--- src/rtl/bpc_pkg.sv ---
// bpc_pkg: register map, field positions, reset values, timing and states
// assumes a 25 MHz system clock and a host tick of about 32 kHz
package bpc_pkg;

  // ==========================================================
  // register offsets
  localparam logic [3:0] ADDR_STATUS  = 4'h0;
  localparam logic [3:0] ADDR_DRIVE   = 4'h1;
  localparam logic [3:0] ADDR_POWER   = 4'h2;
  localparam logic [3:0] ADDR_FEATURE = 4'h3;
  localparam logic [3:0] ADDR_MONSEL  = 4'h4;
  localparam logic [3:0] ADDR_OLV     = 4'h5;
  localparam logic [3:0] ADDR_OLT     = 4'h6;
  localparam logic [3:0] ADDR_SCC     = 4'h7;
  localparam logic [3:0] ADDR_SCD     = 4'h8;

  // ==========================================================
  // field positions
  localparam int STS_SCC    = 0;
  localparam int STS_SCD    = 1;
  localparam int STS_OL     = 2;
  localparam int STS_WDF    = 3;
  localparam int STS_SLEEP  = 4;
  localparam int DRV_CLR    = 0;
  localparam int DRV_DSG    = 1;
  localparam int DRV_CHG    = 2;
  localparam int DRV_ZV     = 3;
  localparam int DRV_OD     = 4;
  localparam int PWR_SLEEP  = 0;
  localparam int PWR_SHIP   = 1;
  localparam int FEAT_AMP   = 0;
  localparam int FEAT_THERM = 5;

  // ==========================================================
  // reset values
  localparam logic [7:0] REG_RST = 8'h00;
  localparam logic [4:0] OLV_RST = 5'h00;
  localparam logic [3:0] OLT_RST = 4'h0;

  // ==========================================================
  // timing
  localparam int CLK_NS        = 40;
  localparam int WD_TIMEOUT_NS = 100000;
  localparam int WD_CYCLES     = WD_TIMEOUT_NS / CLK_NS;
  localparam int SC_STEP_TICKS = 2;
  localparam int OL_BASE_TICKS = 33;
  localparam int OL_STEP_TICKS = 66;

  // ==========================================================
  // power states
  typedef enum logic [2:0] {
    BPC_OFF    = 3'b000,
    BPC_INIT   = 3'b001,
    BPC_NORMAL = 3'b010,
    BPC_SLEEP  = 3'b011,
    BPC_SHIP   = 3'b100
  } bpc_state_t;

endpackage

--- src/rtl/bpc_core.sv ---
// bpc_core: digital control of a battery protection front end
// assumes supply monitor inputs already synchronous; comparator, tick and sleep inputs go via sync
`timescale 1ns/100ps
`default_nettype none

// ============================================================
// blanking delay counter
module bpc_blank (
  input  wire logic       clk_sys_in,
  input  wire logic       resetn_in,
  input  wire logic       cmp_in,
  input  wire logic       tick_in,
  input  wire logic       enable_in,
  input  wire logic [9:0] limit_in,
  output logic            expired_out
);
  logic [9:0] cnt_r;
  logic [9:0] cnt_nxt;

  always_comb begin
    cnt_nxt = cnt_r;
    if (!cmp_in || !enable_in) begin
      cnt_nxt = 10'h000;
    end else if (tick_in && cnt_r < limit_in) begin
      cnt_nxt = cnt_r + 10'h001;
    end
  end

  always_ff @(posedge clk_sys_in or negedge resetn_in) begin
    if (!resetn_in) cnt_r <= 10'h000;
    else cnt_r <= cnt_nxt;
  end

  // counter saturates, so a fault still present after a clear trips again
  assign expired_out = cmp_in && enable_in && (cnt_r >= limit_in);
endmodule // bpc_blank

// ============================================================
// control core
module bpc_core (
  // clock and reset
  input  wire logic       clk_sys_in,
  input  wire logic       resetn_in,
  // register port
  input  wire logic [3:0] reg_addr_in,
  input  wire logic [7:0] reg_wdata_in,
  input  wire logic       reg_wr_in,
  input  wire logic       reg_rd_in,
  output logic      [7:0] reg_rdata_out,
  // supply and straps
  input  wire logic       supply_low_in,
  input  wire logic       supply_ok_in,
  input  wire logic       pack_present_in,
  input  wire logic       zero_volt_select_in,
  input  wire logic       sleep_pin_in,
  // comparators and tick
  input  wire logic       overload_cmp_in,
  input  wire logic       short_charge_cmp_in,
  input  wire logic       short_load_cmp_in,
  input  wire logic       host_tick_in,
  // FET drives and pins
  output logic            charge_fet_drive_out,
  output logic            discharge_fet_drive_out,
  output logic            zero_volt_fet_drive_out,
  output logic            alert_n_out,
  output logic            thermistor_bias_out,
  output logic            open_drain_out,
  output logic            regulator_enable_out,
  // analog settings and power state
  output logic      [4:0] overload_threshold_out,
  output logic      [3:0] short_charge_thr_out,
  output logic      [3:0] short_load_thr_out,
  output logic      [1:0] element_pick_out,
  output logic      [1:0] monitor_mode_out,
  output logic      [3:0] balance_out,
  output logic            monitor_amp_enable_out,
  output logic            ref_direct_out,
  output logic            ref_scaled_out,
  output bpc_pkg::bpc_state_t power_state_out
);
  import bpc_pkg::*;

  // ==========================================================
  // synchronisers: ol, scc, scd, tick, sleep
  logic [4:0] sy1_r;
  logic [4:0] sy2_r;
  logic [4:0] prev_r;
  logic       tick_rise;
  logic       sleep_chg;

  always_ff @(posedge clk_sys_in or negedge resetn_in) begin
    if (!resetn_in) begin
      sy1_r  <= 5'h00;
      sy2_r  <= 5'h00;
      prev_r <= 5'h00;
    end else begin
      sy1_r  <= {sleep_pin_in, host_tick_in, short_load_cmp_in,
                 short_charge_cmp_in, overload_cmp_in};
      sy2_r  <= sy1_r;
      prev_r <= sy2_r;
    end
  end
  assign tick_rise = sy2_r[3] & ~prev_r[3];
  assign sleep_chg = sy2_r[4] ^ prev_r[4];

  // ==========================================================
  // configuration registers
  logic [7:0] drive_r,  drive_nxt;
  logic [7:0] power_r,  power_nxt;
  logic [7:0] feat_r,   feat_nxt;
  logic [7:0] monsel_r, monsel_nxt;
  logic [4:0] olv_r,    olv_nxt;
  logic [3:0] olt_r,    olt_nxt;
  logic [7:0] scc_r,    scc_nxt;
  logic [7:0] scd_r,    scd_nxt;
  bpc_state_t state_r,  state_nxt;
  logic       cfg_clear;
  logic       clr_fall;
  logic       drv_wr;

  assign cfg_clear = (state_r == BPC_OFF) || (state_r == BPC_SHIP);
  assign drv_wr    = reg_wr_in && (reg_addr_in == ADDR_DRIVE);
  assign clr_fall  = drv_wr && drive_r[DRV_CLR] && !reg_wdata_in[DRV_CLR];

  // memory is lost with the regulator, so config clears when unpowered
  always_comb begin
    drive_nxt  = drive_r;
    power_nxt  = power_r;
    feat_nxt   = feat_r;
    monsel_nxt = monsel_r;
    olv_nxt    = olv_r;
    olt_nxt    = olt_r;
    scc_nxt    = scc_r;
    scd_nxt    = scd_r;
    if (cfg_clear) begin
      drive_nxt  = REG_RST;
      power_nxt  = REG_RST;
      feat_nxt   = REG_RST;
      monsel_nxt = REG_RST;
      olv_nxt    = OLV_RST;
      olt_nxt    = OLT_RST;
      scc_nxt    = REG_RST;
      scd_nxt    = REG_RST;
    end else if (reg_wr_in) begin
      case (reg_addr_in)
        ADDR_DRIVE:   drive_nxt  = {3'h0, reg_wdata_in[4:0]};
        ADDR_POWER:   power_nxt  = {6'h00, reg_wdata_in[1:0]};
        ADDR_FEATURE: feat_nxt   = reg_wdata_in;
        ADDR_MONSEL:  monsel_nxt = reg_wdata_in;
        ADDR_OLV:     olv_nxt    = reg_wdata_in[4:0];
        ADDR_OLT:     olt_nxt    = reg_wdata_in[3:0];
        ADDR_SCC:     scc_nxt    = reg_wdata_in;
        ADDR_SCD:     scd_nxt    = reg_wdata_in;
        default:      drive_nxt  = drive_r;
      endcase
    end
  end

  always_ff @(posedge clk_sys_in or negedge resetn_in) begin
    if (!resetn_in) begin
      drive_r  <= REG_RST;
      power_r  <= REG_RST;
      feat_r   <= REG_RST;
      monsel_r <= REG_RST;
      olv_r    <= OLV_RST;
      olt_r    <= OLT_RST;
      scc_r    <= REG_RST;
      scd_r    <= REG_RST;
    end else begin
      drive_r  <= drive_nxt;
      power_r  <= power_nxt;
      feat_r   <= feat_nxt;
      monsel_r <= monsel_nxt;
      olv_r    <= olv_nxt;
      olt_r    <= olt_nxt;
      scc_r    <= scc_nxt;
      scd_r    <= scd_nxt;
    end
  end

  // ==========================================================
  // power state machine
  logic zvs_r, zvs_nxt;

  always_comb begin
    state_nxt = state_r;
    zvs_nxt   = zvs_r;
    case (state_r)
      BPC_OFF: begin
        if (supply_ok_in) begin
          state_nxt = BPC_INIT;
          zvs_nxt   = zero_volt_select_in;
        end
      end
      BPC_INIT, BPC_NORMAL, BPC_SLEEP: begin
        if (power_r[PWR_SHIP] && !pack_present_in) state_nxt = BPC_SHIP;
        else if (sy2_r[4] || power_r[PWR_SLEEP]) state_nxt = BPC_SLEEP;
        else if (state_r == BPC_SLEEP) state_nxt = BPC_NORMAL;
        else if (drv_wr) state_nxt = BPC_NORMAL;
      end
      BPC_SHIP: begin
        if (pack_present_in) state_nxt = BPC_OFF;
      end
      default: state_nxt = BPC_OFF;
    endcase
    if (supply_low_in) state_nxt = BPC_OFF;
  end

  always_ff @(posedge clk_sys_in or negedge resetn_in) begin
    if (!resetn_in) begin
      state_r <= BPC_OFF;
      zvs_r   <= 1'b0;
    end else begin
      state_r <= state_nxt;
      zvs_r   <= zvs_nxt;
    end
  end

  // ==========================================================
  // blanking delays
  logic       active;
  logic [9:0] ol_lim, scc_lim, scd_lim;
  logic       ol_exp, scc_exp, scd_exp;

  assign active  = (state_r == BPC_INIT) || (state_r == BPC_NORMAL);
  assign ol_lim  = 10'(OL_BASE_TICKS + 32'(olt_r) * OL_STEP_TICKS);
  assign scc_lim = 10'(32'(scc_r[7:4]) * SC_STEP_TICKS);
  assign scd_lim = 10'(32'(scd_r[7:4]) * SC_STEP_TICKS);

  // overload comparator senses discharge direction only
  bpc_blank u_ol (
    .clk_sys_in  (clk_sys_in),
    .resetn_in   (resetn_in),
    .cmp_in      (sy2_r[0]),
    .tick_in     (tick_rise),
    .enable_in   (active),
    .limit_in    (ol_lim),
    .expired_out (ol_exp)
  );
  bpc_blank u_scc (
    .clk_sys_in  (clk_sys_in),
    .resetn_in   (resetn_in),
    .cmp_in      (sy2_r[1]),
    .tick_in     (tick_rise),
    .enable_in   (active),
    .limit_in    (scc_lim),
    .expired_out (scc_exp)
  );
  bpc_blank u_scd (
    .clk_sys_in  (clk_sys_in),
    .resetn_in   (resetn_in),
    .cmp_in      (sy2_r[2]),
    .tick_in     (tick_rise),
    .enable_in   (active),
    .limit_in    (scd_lim),
    .expired_out (scd_exp)
  );

  // ==========================================================
  // watchdog, fault latch, alert
  logic [11:0] wd_cnt_r, wd_cnt_nxt;
  logic        wd_on_r,  wd_on_nxt;
  logic [3:0]  flt_r,    flt_nxt;
  logic        alert_r,  alert_nxt;
  logic        arm_r,    arm_nxt;
  logic [3:0]  flt_set;
  logic        wd_exp;
  logic        st_rd;

  assign st_rd  = reg_rd_in && (reg_addr_in == ADDR_STATUS);
  assign wd_exp = active && wd_on_r && (wd_cnt_r >= 12'(WD_CYCLES - 1)) && !tick_rise;
  assign flt_set = {wd_exp, ol_exp, scd_exp, scc_exp};

  always_comb begin
    wd_on_nxt  = wd_on_r;
    wd_cnt_nxt = wd_cnt_r;
    if (!active) begin
      wd_on_nxt  = 1'b0;
      wd_cnt_nxt = 12'h000;
    end else if (tick_rise) begin
      wd_on_nxt  = 1'b1;
      wd_cnt_nxt = 12'h000;
    end else if (wd_on_r && wd_cnt_r < 12'(WD_CYCLES - 1)) begin
      wd_cnt_nxt = wd_cnt_r + 12'h001;
    end
    // set wins over a clear in the same cycle
    flt_nxt   = (flt_r & ~{4{clr_fall}}) | flt_set;
    arm_nxt   = clr_fall | (arm_r & ~st_rd);
    alert_nxt = (|(flt_set & ~flt_r)) | (sleep_chg & ~cfg_clear) |
                (alert_r & ~(arm_r & st_rd));
  end

  always_ff @(posedge clk_sys_in or negedge resetn_in) begin
    if (!resetn_in) begin
      wd_cnt_r <= 12'h000;
      wd_on_r  <= 1'b0;
      flt_r    <= 4'h0;
      arm_r    <= 1'b0;
      alert_r  <= 1'b0;
    end else begin
      wd_cnt_r <= wd_cnt_nxt;
      wd_on_r  <= wd_on_nxt;
      flt_r    <= flt_nxt;
      arm_r    <= arm_nxt;
      alert_r  <= alert_nxt;
    end
  end
  assign alert_n_out = ~alert_r;

  // ==========================================================
  // FET drives
  logic [2:0] fet_r, fet_nxt;
  logic       prot_ok;

  assign prot_ok = (flt_nxt == 4'h0);
  always_comb begin
    fet_nxt = 3'b000;
    if (state_nxt == BPC_INIT) begin
      fet_nxt[1] = zvs_nxt & prot_ok;
    end else if (state_nxt == BPC_NORMAL && prot_ok) begin
      fet_nxt = {drive_nxt[DRV_ZV], drive_nxt[DRV_CHG], drive_nxt[DRV_DSG]};
    end
  end

  always_ff @(posedge clk_sys_in or negedge resetn_in) begin
    if (!resetn_in) fet_r <= 3'b000;
    else fet_r <= fet_nxt;
  end
  assign discharge_fet_drive_out = fet_r[0];
  assign charge_fet_drive_out    = fet_r[1];
  assign zero_volt_fet_drive_out = fet_r[2];

  // ==========================================================
  // pins and analog settings; bias, open drain, balance and amp gated off outside active states
  assign regulator_enable_out   = !cfg_clear;
  assign thermistor_bias_out    = active & feat_r[FEAT_THERM];
  assign open_drain_out         = active & drive_r[DRV_OD];
  assign overload_threshold_out = olv_r;
  assign short_charge_thr_out   = scc_r[3:0];
  assign short_load_thr_out     = scd_r[3:0];
  assign element_pick_out       = monsel_r[1:0];
  assign monitor_mode_out       = monsel_r[3:2];
  assign balance_out            = active ? monsel_r[7:4] : 4'h0;
  assign monitor_amp_enable_out = active & feat_r[FEAT_AMP];
  assign ref_direct_out  = monitor_amp_enable_out && monsel_r[3:0] == 4'hc;
  assign ref_scaled_out  = monitor_amp_enable_out && monsel_r[3:0] == 4'h8;
  assign power_state_out = state_r;

  // ==========================================================
  // read port; reads are blanked while asleep
  logic [7:0] rdata_r, rdata_nxt;

  always_comb begin
    rdata_nxt = 8'h00;
    if (reg_rd_in && active) begin
      case (reg_addr_in)
        ADDR_STATUS:  rdata_nxt = {3'h0, sy2_r[4], flt_r};
        ADDR_DRIVE:   rdata_nxt = drive_r;
        ADDR_POWER:   rdata_nxt = power_r;
        ADDR_FEATURE: rdata_nxt = feat_r;
        ADDR_MONSEL:  rdata_nxt = monsel_r;
        ADDR_OLV:     rdata_nxt = {3'h0, olv_r};
        ADDR_OLT:     rdata_nxt = {4'h0, olt_r};
        ADDR_SCC:     rdata_nxt = scc_r;
        ADDR_SCD:     rdata_nxt = scd_r;
        default:      rdata_nxt = 8'h00;
      endcase
    end
  end

  always_ff @(posedge clk_sys_in or negedge resetn_in) begin
    if (!resetn_in) rdata_r <= 8'h00;
    else rdata_r <= rdata_nxt;
  end
  assign reg_rdata_out = rdata_r;
endmodule // bpc_core
`default_nettype wire

--- config.mk ---
export PLATFORM = sky130hd
export DESIGN_NAME = bpc_core
export DESIGN_NICKNAME = d
export VERILOG_FILES = /design/src/rtl/bpc_pkg.sv /design/src/rtl/bpc_core.sv
export SDC_FILE = /design/constraint.sdc
export NUM_CORES = 1
export LEC_CHECK = 0
export BUFFER_PORTS_ARGS = -buffer_cell sky130_fd_sc_hd__clkbuf_2
export CORE_AREA = 2 2 103 105
export CTS_BUF_LIST = sky130_fd_sc_hd__clkbuf_8
export DETAILED_ROUTE_END_ITERATION = 16
export DIE_AREA = 0 0 105 107
export PLACE_DENSITY = 0.85
export SYNTH_ARGS = -nofsm -noshare
export SYNTH_HDL_FRONTEND = slang
export SYNTH_SLANG_ARGS = --single-unit
--- constraint.sdc ---
create_clock -name clk_sys_in -period 4.8 [get_ports clk_sys_in]
set_input_delay 0.48 -clock clk_sys_in [delete_from_list [all_inputs] [get_ports clk_sys_in]]
set_output_delay 0.48 -clock clk_sys_in [all_outputs]
set_load 0.1 [all_outputs]
* Word-level counts from Yosys, hierarchy flattened
Index checks and enable logic that the tools add are counted.
Operators by class: $add $sub $neg 5, multipliers 1, $lt $le $gt $ge 8, eq/ne operators 18, multiplexer cells 52, bitwise gates (word level) 23, reductions and logical operators 61
Operator list (number):
- $mux 8 | 19
- $pmux 8 s9 | 1
- $mux 10 | 6
- $mux 12 | 3
- $add 10x1->10 const B | 3
- $mux 3 | 8
- $reduce_bool 2->1 | 12
- $logic_and 1x1->1 | 22
- $ge 10x5->1 | 2
- $lt 10x5->1 | 2
- $eq 4x3->1 const B | 4
- $mux 4 | 4
- $reduce_and 2->1 | 8
- $mux 5 | 3
- $add 12x1->12 const B | 1
- $eq 4x4->1 const B | 3
- $ge 12x12->1 const B | 1
- $lt 12x12->1 const B | 1
- $add 6x10->10 const A | 1
- $ge 10x10->1 | 1
- $lt 10x10->1 | 1
- $and 1x1->1 | 9
- $eq 3x2->1 const B | 3
- $mul 4x6->9 const B | 1
- other kinds (20) | 49
Storage, ports and cells: register bits 136, bits of input ports 25, output and inout port bits 42, logic and storage cells 192

* Depth between registers and ports, before layout
Gate-level depths: netlist of the first run.
word-level depth 12, mapped depth 8, mapped depth without buffers 7

* By module
A second synthesis of the first run with hierarchy kept.
Unflattened totals: cells, all modules 731, area, all modules 7063.0 um2
Modules (own cells, without submodules):
- bpc_core | instances 1, cells each 458, area an instance 4480.5 um2, sequential area each 2352.3 um2
- bpc_blank | instances 3, cells each 91, area an instance 860.8 um2, sequential area each 250.2 um2

* Worst setup path after synthesis of the first run
OpenSTA, ideal clock, no wires.
path type reg2out, from reg state_r[0], in the netlist power_state_out[0], to out ref_scaled_out, arrival time 3.201 ns, data required time 4.320 ns, slack 1.119 ns, stages on the path, launching flop included 5, buffers on the path 1, cells stage by stage dfrtp_1 -> buf_4 -> xor2_4 -> and3_1 -> and3b_1
Between the ends: word-level cells in the longest chain between the ends 4, elaborated cells on any way between the ends 5, those cells by class 2 x eq/ne; 1 x bitwise; 2 x reduce/logical
Ends and longest elaborated chain:
- start: declaration | line bpc_core.sv:116 | bpc_state_t state_r, state_nxt;
- start signal: assignment | line bpc_core.sv:214 | state_r <= state_nxt;
- $eq 3x1->1 / $eq 3x2->1 (equally long branches) | line bpc_core.sv:225 | assign active = (state_r == BPC_INIT) || (state_r == BPC_NORMAL);
- $logic_or 1x1->1 (*) | line bpc_core.sv:225
- $and 1x1->1 (*) | line bpc_core.sv:344 | assign monitor_amp_enable_out = active & feat_r[FEAT_AMP];
- net monitor_amp_enable_out | line bpc_core.sv:76 | output logic monitor_amp_enable_out,
- $logic_and 1x1->1 (*) | line bpc_core.sv:346 | assign ref_scaled_out = monitor_amp_enable_out && monsel_r[3:0] == 4'h8;
- end: declaration | line bpc_core.sv:78 | output logic ref_scaled_out,
The timed path passes the listed nets; every way through them passes the cells marked *.

* Worst setup path after layout of the first run
from reg state_r[1], in the netlist power_state_out[1], to out regulator_enable_out
Between the ends: word-level cells in the longest chain between the ends 3, elaborated cells on any way between the ends 4, those cells by class 1 x eq/ne; 3 x reduce/logical
Ends and longest elaborated chain:
- $eq 3x3->1 / $logic_not 3->1 (equally long branches) | line bpc_core.sv:121 | assign cfg_clear = (state_r == BPC_OFF) || (state_r == BPC_SHIP);
- $logic_or 1x1->1 (*) | line bpc_core.sv:121
- $logic_not 1->1 (*) | line bpc_core.sv:335 | assign regulator_enable_out = !cfg_clear;
- end: declaration | line bpc_core.sv:68 | output logic regulator_enable_out,
Mark *: on every way between the ends. The rest lies on a longest branch, timed or not.

==> results.yml, run 1 <==
placed_design:
  io_buffer_count: 66
  dpl.hpwl_um: 11000
  pre_cts_slack_ns: 1.92
  place_congestion: 0.927
clock_tree:
  cts_hold_buf: 0
  cts_buffer_depth: 2
  cts_tree: "built"
  h-tree-depth: 4
  clock_sinks: 124
  cts_buffers: 17
  post_cts_buffers: 0
  cts_resized: 0
  clk_pin_slew_worst_paths_ns: 0.08
  clockRootBuffer: "clkbuf_8"
  clk_latency_ns: 0.45
sta:
  rsz0062_at_grt: "no"
  finalCriticalPeriod_ns: 3.06
  post-route-period-util_pct: 63.7
  clock_skew_ns: 0.0101
  relSlewSlack_pct: 23.8
  fmax_mhz: 327
  finalHoldViolations: 0
  finalWorstSetupSlack_ns: 1.74
  final_max_slew_viol_count: 0
  setup_tns_ns: 0
  holdWs_ns: 0.127
  worst_slew_pin_slew_ns: 1.14
  setup_viol: 0
critical_path:
  rrSetupSlack_ns: 2.25
  crit_path_start_kind: "flip-flop"
  endpoint_kind: "primary output"
  worstPathRequired_ns: 4.32
  worstReg2RegEnd: "fet_r[1]"
  r2r_cells: 6
  arrival_ns: 2.58
  cp_max_fo: 53
  crit_type: "reg -> out"
  rr_startpoint: "power_state_out[1]"
yosys:
  synth_top_family_by_area: "simple AND/OR/NAND/NOR gates"
  synth_top_cell_by_area: "dfrtp_1"
  ys_warn_count: 0
  synth-compound-area-share_pct: 11.7
  syn_area_per_cell_um2: 9.90
  synth_edf_count: 0
  ys.flop_type: "dfrtp_1"
  yosysSeqAreaShare_pct: 48.3
  synthTopCellsByArea: "dfrtp_1 (48%), mux2i_1 (5.9%), ha_1 (3.9%)"
  netlist_area_um2: 6420
  synth_top_area_share_pct: 48.3
  synth_fa_ha_area_share_pct: 3.89
  synth_xor_area_share_pct: 3.27
  synth-simple-area-share_pct: 21.5
  syn_nets: 694
  synthArstFlopShare_pct: 100
  ys_types: 76
  muxShareOfSynthArea_pct: 6.85
  syn_inst: 649
  ys_ff_latch: 124
worst_hold_path:
  worstHoldEndpoint: "sy1_r[0]"
  hold_class: "in -> reg"
  hold_depth: 1
  min_from: "overload_cmp_in"
floorplanning:
  core_area_um2: 10100
  die_height_um: 107
  start_util_pct: 63.7
  rows: 37
  die-area_um2: 11200
  ios: 67
  die_w_um: 105
global_routing:
  grt_max_degree: 86
  gr-total-overflow: 0
  grt_first_pass_wirelength_um: 26300
  track_usage_pct: 30.3
  antenna_found_initial: 0
  grt_pass1_vias: 5177
final_layout:
  antenna_cells: 0
  drive_gt1_share_pct: 17.5
  area_growth_pct: 11.3
  fin_nets: 747
outcome:
  status: "completed"
power_and_ir_drop:
  switching_power_w: 0.000626
  clockPowerShare_pct: 41.1
  p_leak_nw: 3.25
  ir_drop_mv: 0.256
  p_int_w: 0.00161
  power_frac_seq_pct: 48.3
  power_frac_comb_pct: 10.7
  p_sw_share_pct: 28.0
  p_total_w: 0.00224
  power.density_nw_per_um2: 313
route:
  vias: 5220
  ant_nets: 0
  post_drt_wl_per_cell_um: 18.3
  via_per_inst: 6.14
  drt_iter0_drc: 345
  first_pass_iters: 5
  drt_wl_total_um: 15600
  drcViolationCount: 0
job:
  drv_cap: 0
power groups by stage:
stage                     combinational (W)  sequential (W)  clock [W]
after floorplan                    0.000152         0.00111          0
after global placement             0.000232         0.00110          0
after detailed placement           0.000237         0.00110          0
after CTS                          0.000238         0.00108   0.000927
after global routing               0.000259         0.00108   0.000981
final                              0.000238         0.00108   0.000918
sequential cells by signal (all words and copies together) (netlist names):
name and cells:
alert_r 1, arm_r 1, drive_r 5, feat_r 8
fet_r 3, flt_r 4, monsel_r 8, olt_r 4
overload_threshold_out 5, power_r 2, power_state_out 3, prev_r 2
reg_rdata_out 8, scc_r 8, scd_r 8, sy1_r 5
sy2_r 5, u_ol.cnt_r 10, u_scc.cnt_r 10, u_scd.cnt_r 10
wd_cnt_r 12, wd_on_r 1, zvs_r 1
cells in the mapped netlist (3+ instances only):
library cell and instances:
o211ai_1 4, nand2b_1 9, buf_2 8, a22oi_1 8
and2_1 8, nor3_1 14, ha_1 20, o21a_1 3
nand4bb_1 3, nor4_1 6, a221oi_1 3, or4_1 3
inv_1 27, nor2_1 64, mux2i_1 38, xor2_1 7
nand2_1 61, and3_1 22, buf_4 9, nand3_1 33
o31ai_1 3, a21oi_1 47, a211oi_1 3, nor2_2 5
xnor2_1 12, nor2b_1 8, clkbuf_1 12, dfrtp_1 124
o21ai_0 20, nand4_1 7
routing by layer:
metal	vias up	share of wire, %	track usage [%]
li1	2404	-	-
met1	2534	41	38.3
met2	234	49	50.0
met3	48	6.7	7.23
met4	0	3.3	13.1
met5	-	0	0
critical path, stage by stage, from the launching register on:
cell	delay [ns]
dfrtp_1	0.58
nor2_4	0.96
inv_2	0.15
clkbuf_2	0.43
logic make-up (layout without fill, tap and decap cells):
| group | Yosys count | count (layout) |
|---|---|---|
| AOI/OAI and AO/OA | 117 | 117 |
| xor gates and xnor gates | 21 | 21 |
| adders and majority gates | 20 | 20 |
| buffers and inverters | 61 | 126 |
| DFF | 124 | 124 |
| muxes | 42 | 42 |
| and+or+nand+nor | 264 | 264 |
layout make-up:
cell class | instances | area (µm²)
Inverter | 28 | 105
Clock buffer | 20 | 275
Sequential cell | 124 | 3100
Multi-Input combinational cell | 464 | 3040
Clock inverter | 11 | 119
Fill cell | 761 | 2940
Tap cell | 136 | 170
Timing Repair Buffer | 67 | 340
through the flow:
step / instances / utilization [%] / cell area [µm²]
CTS: 850 / 70.9 / 7150
global placement: 819 / 67.0 / 6760
global route: 850 / 70.9 / 7150
detailed placement: 819 / 67.0 / 6760
floorplan: 649 / - / 6420
finish: 850 / 70.9 / 7150
cell usage in the layout (no fill, tap or decap), types with 3 or more instances in the layout:
cell type / count
dfrtp_1: 124
clkbuf_2: 65
nor2_1: 64
nand2_1: 61
a21oi_1: 47
mux2i_1: 38
nand3_1: 33
inv_1: 28
and3_1: 22
o21ai_0: 20
ha_1: 20
clkbuf_8: 20
nor3_1: 14
xnor2_1: 12
nand2b_1: 9
nor2b_1: 8
and2_1: 8
a22oi_1: 8
nand4_1: 7
xor2_1: 7
nor4_1: 6
nor2_2: 4
o211ai_1: 4
a221oi_1: 3
o21a_1: 3
nand4bb_1: 3
o31ai_1: 3
a211oi_1: 3
or4_1: 3
clkinv_2: 3
clkinvlp_4: 3
how the worst max path moves through the flow:
stage / depth (start not counted) / slack [ns] / endpoint / start
floorplan: 4 / 1.12 / ref_scaled_out / power_state_out[0]
global placement: 6 / 2.09 / feat_r[5] / reg_addr_in[1]
detailed placement: 6 / 1.92 / feat_r[7] / reg_addr_in[1]
CTS: 3 / 1.71 / regulator_enable_out / power_state_out[1]
global route: 3 / 1.57 / regulator_enable_out / power_state_out[1]
finish: 3 / 1.74 / regulator_enable_out / power_state_out[1]
Note: power is estimated with default switching activity, not from simulation.
==> inputs of run 2 (changes only) <==
CORE_AREA = 2 2 112 114   (was 2 2 103 105)
DIE_AREA = 0 0 114 116   (was 0 0 105 107)
PLACE_DENSITY = 0.77   (was 0.85)
clock period = 2.78 ns   (was 4.8 ns; I/O delays follow)
==> results.yml, run 2 (synthesis gave the netlist of run 1 again) <==
floorplanning:
  die-area_um2: 13200
  ios: 67
  die_w_um: 114
  start_util_pct: 53.9
  core_area_um2: 11900
  die_height_um: 116
  rows: 40
worst_hold_path:
  hold_depth: 2
  hold_class: "in -> reg"
  worstHoldEndpoint: "zvs_r"
  min_from: "zero_volt_select_in"
clock_tree:
  cts_buffers: 17
  clk_latency_ns: 0.45
  cts_buffer_depth: 2
  clockRootBuffer: "clkbuf_8"
  h-tree-depth: 4
  cts_tree: "built"
  clock_sinks: 124
  clk_pin_slew_worst_paths_ns: 0.08
route:
  via_per_inst: 5.93
  post_drt_wl_per_cell_um: 18.2
  drt_wl_total_um: 16000
  vias: 5214
  drcViolationCount: 0
  ant_nets: 0
  drt_iter0_drc: 400
  first_pass_iters: 6
final_layout:
  antenna_cells: 0
  area_growth_pct: 14.6
  regMostFlops: "wd_cnt_r"
  layout_commonest_cell: "dfrtp_1"
  final_cell_area_um2: 7360
  drive_gt1_share_pct: 19.3
  fin_nets: 764
  largest_reg_flops: 12
  final_cell_mix: "dfrtp_1 (122), clkbuf_2 (65), nor2_1 (64), nand2_1 (61), a21oi_1 (47)"
  utilization_pct: 61.8
  fill_cells: 985
placed_design:
  postPlaceCellArea_um2: 6850
  dpl.hpwl_um: 11400
  io_buffer_count: 66
  place_congestion: 0.903
global_routing:
  grt_first_pass_wirelength_um: 26500
  antenna_found_initial: 0
  track_usage_pct: 26.1
  gr-total-overflow: 0
  grt_max_degree: 53
  grt_pass1_vias: 5228
critical_path:
  cp_cell_sequence: "xor2_4, and3_2, and3b_2, clkbuf_2"
  r2r_cells: 7
  cp_max_fo: 8
  arrival_ns: 2.17
  path_buf_inv: 1
  cp_top_family: "flip-flops"
  endpoint_kind: "primary output"
  rrSetupSlack_ns: 0.61
  worstReg2RegEnd: "u_ol.cnt_r[6]"
  slowest_stage: "dfrtp_2"
  cp_slowest_stage_delay_ns: 0.55
  crit_path_start_kind: "flip-flop"
  crit_type: "reg -> out"
  rr_startpoint: "olt_r[3]"
  worstPathRequired_ns: 2.50
power_and_ir_drop:
  p_total_w: 0.00405
  p_leak_nw: 3.34
  ir_drop_mv: 0.450
  power.density_nw_per_um2: 550
sta:
  relSlewSlack_pct: 52.3
  final_max_slew_viol_count: 0
  post-route-period-util_pct: 88.0
  setup_viol: 0
  finalHoldViolations: 0
  rsz0062_at_grt: "no"
  worst_slew_pin_slew_ns: 0.713
  finalCriticalPeriod_ns: 2.45
  setup_tns_ns: 0
  fmax_mhz: 409
  clock_skew_ns: 0.0133
job:
  drv_cap: 0
outcome:
  status: "completed"
[run 2: final cells by class]
type / count / area, µm² / share of cell area, %
tap: 147 / 184 / 2.50
clock inverter: 12 / 161 / 2.19
timing repair buffer: 84 / 488 / 6.63
clock buffer: 20 / 275 / 3.74
multi-input combinational: 464 / 3040 / 41.3
sequential: 124 / 3110 / 42.2
inverter: 28 / 105 / 1.43
[run 2: worst max path at each step]
stage | start | endpoint | slack [ns] | cells past startpoint
floorplan | power_state_out[0] | ref_scaled_out | 0.19 | 4
global placement | reg_addr_in[1] | scd_r[0] | 0.64 | 6
detailed placement | reg_addr_in[1] | scd_r[2] | 0.60 | 6
CTS | power_state_out[1] | ref_scaled_out | 0.30 | 4
global route | power_state_out[1] | ref_direct_out | 0.25 | 4
finish | power_state_out[1] | ref_scaled_out | 0.33 | 4
[run 2: report_power, final]
part | leakage (nW) | switching [W] | internal [W]
clock | 0.212 | 0.000779 | 0.000964
sequential | 1.68 | 0.0000323 | 0.00183
combinational | 1.45 | 0.000333 | 0.000111
[run 2: layer usage]
layer | up-vias | wire length (µm) | global-route usage [%]
met5 | - | 0 | 0
met4 | 0 | 541 | 12.0
li1 | 2432 | - | -
met2 | 193 | 7480 | 40.2
met3 | 46 | 964 | 6.64
met1 | 2543 | 6980 | 34.9
[run 2: through the flow]
stage / std cells / setup WS (ns) / hold WS [ns]
floorplan: 649 / 0.193 / -0.0176
global placement: 839 / 0.645 / 0.315
detailed placement: 839 / 0.604 / 0.321
CTS: 879 / 0.301 / 0.0450
global route: 879 / 0.248 / 0.0460
finish: 879 / 0.333 / 0.0666
[run 2: timing repair]
item | CTS | global route
buffers inserted | 0 | 0
hold buffers | 8 | 0
gates resized for setup | 0 | 0
hold endpoints to repair | 49 | 0
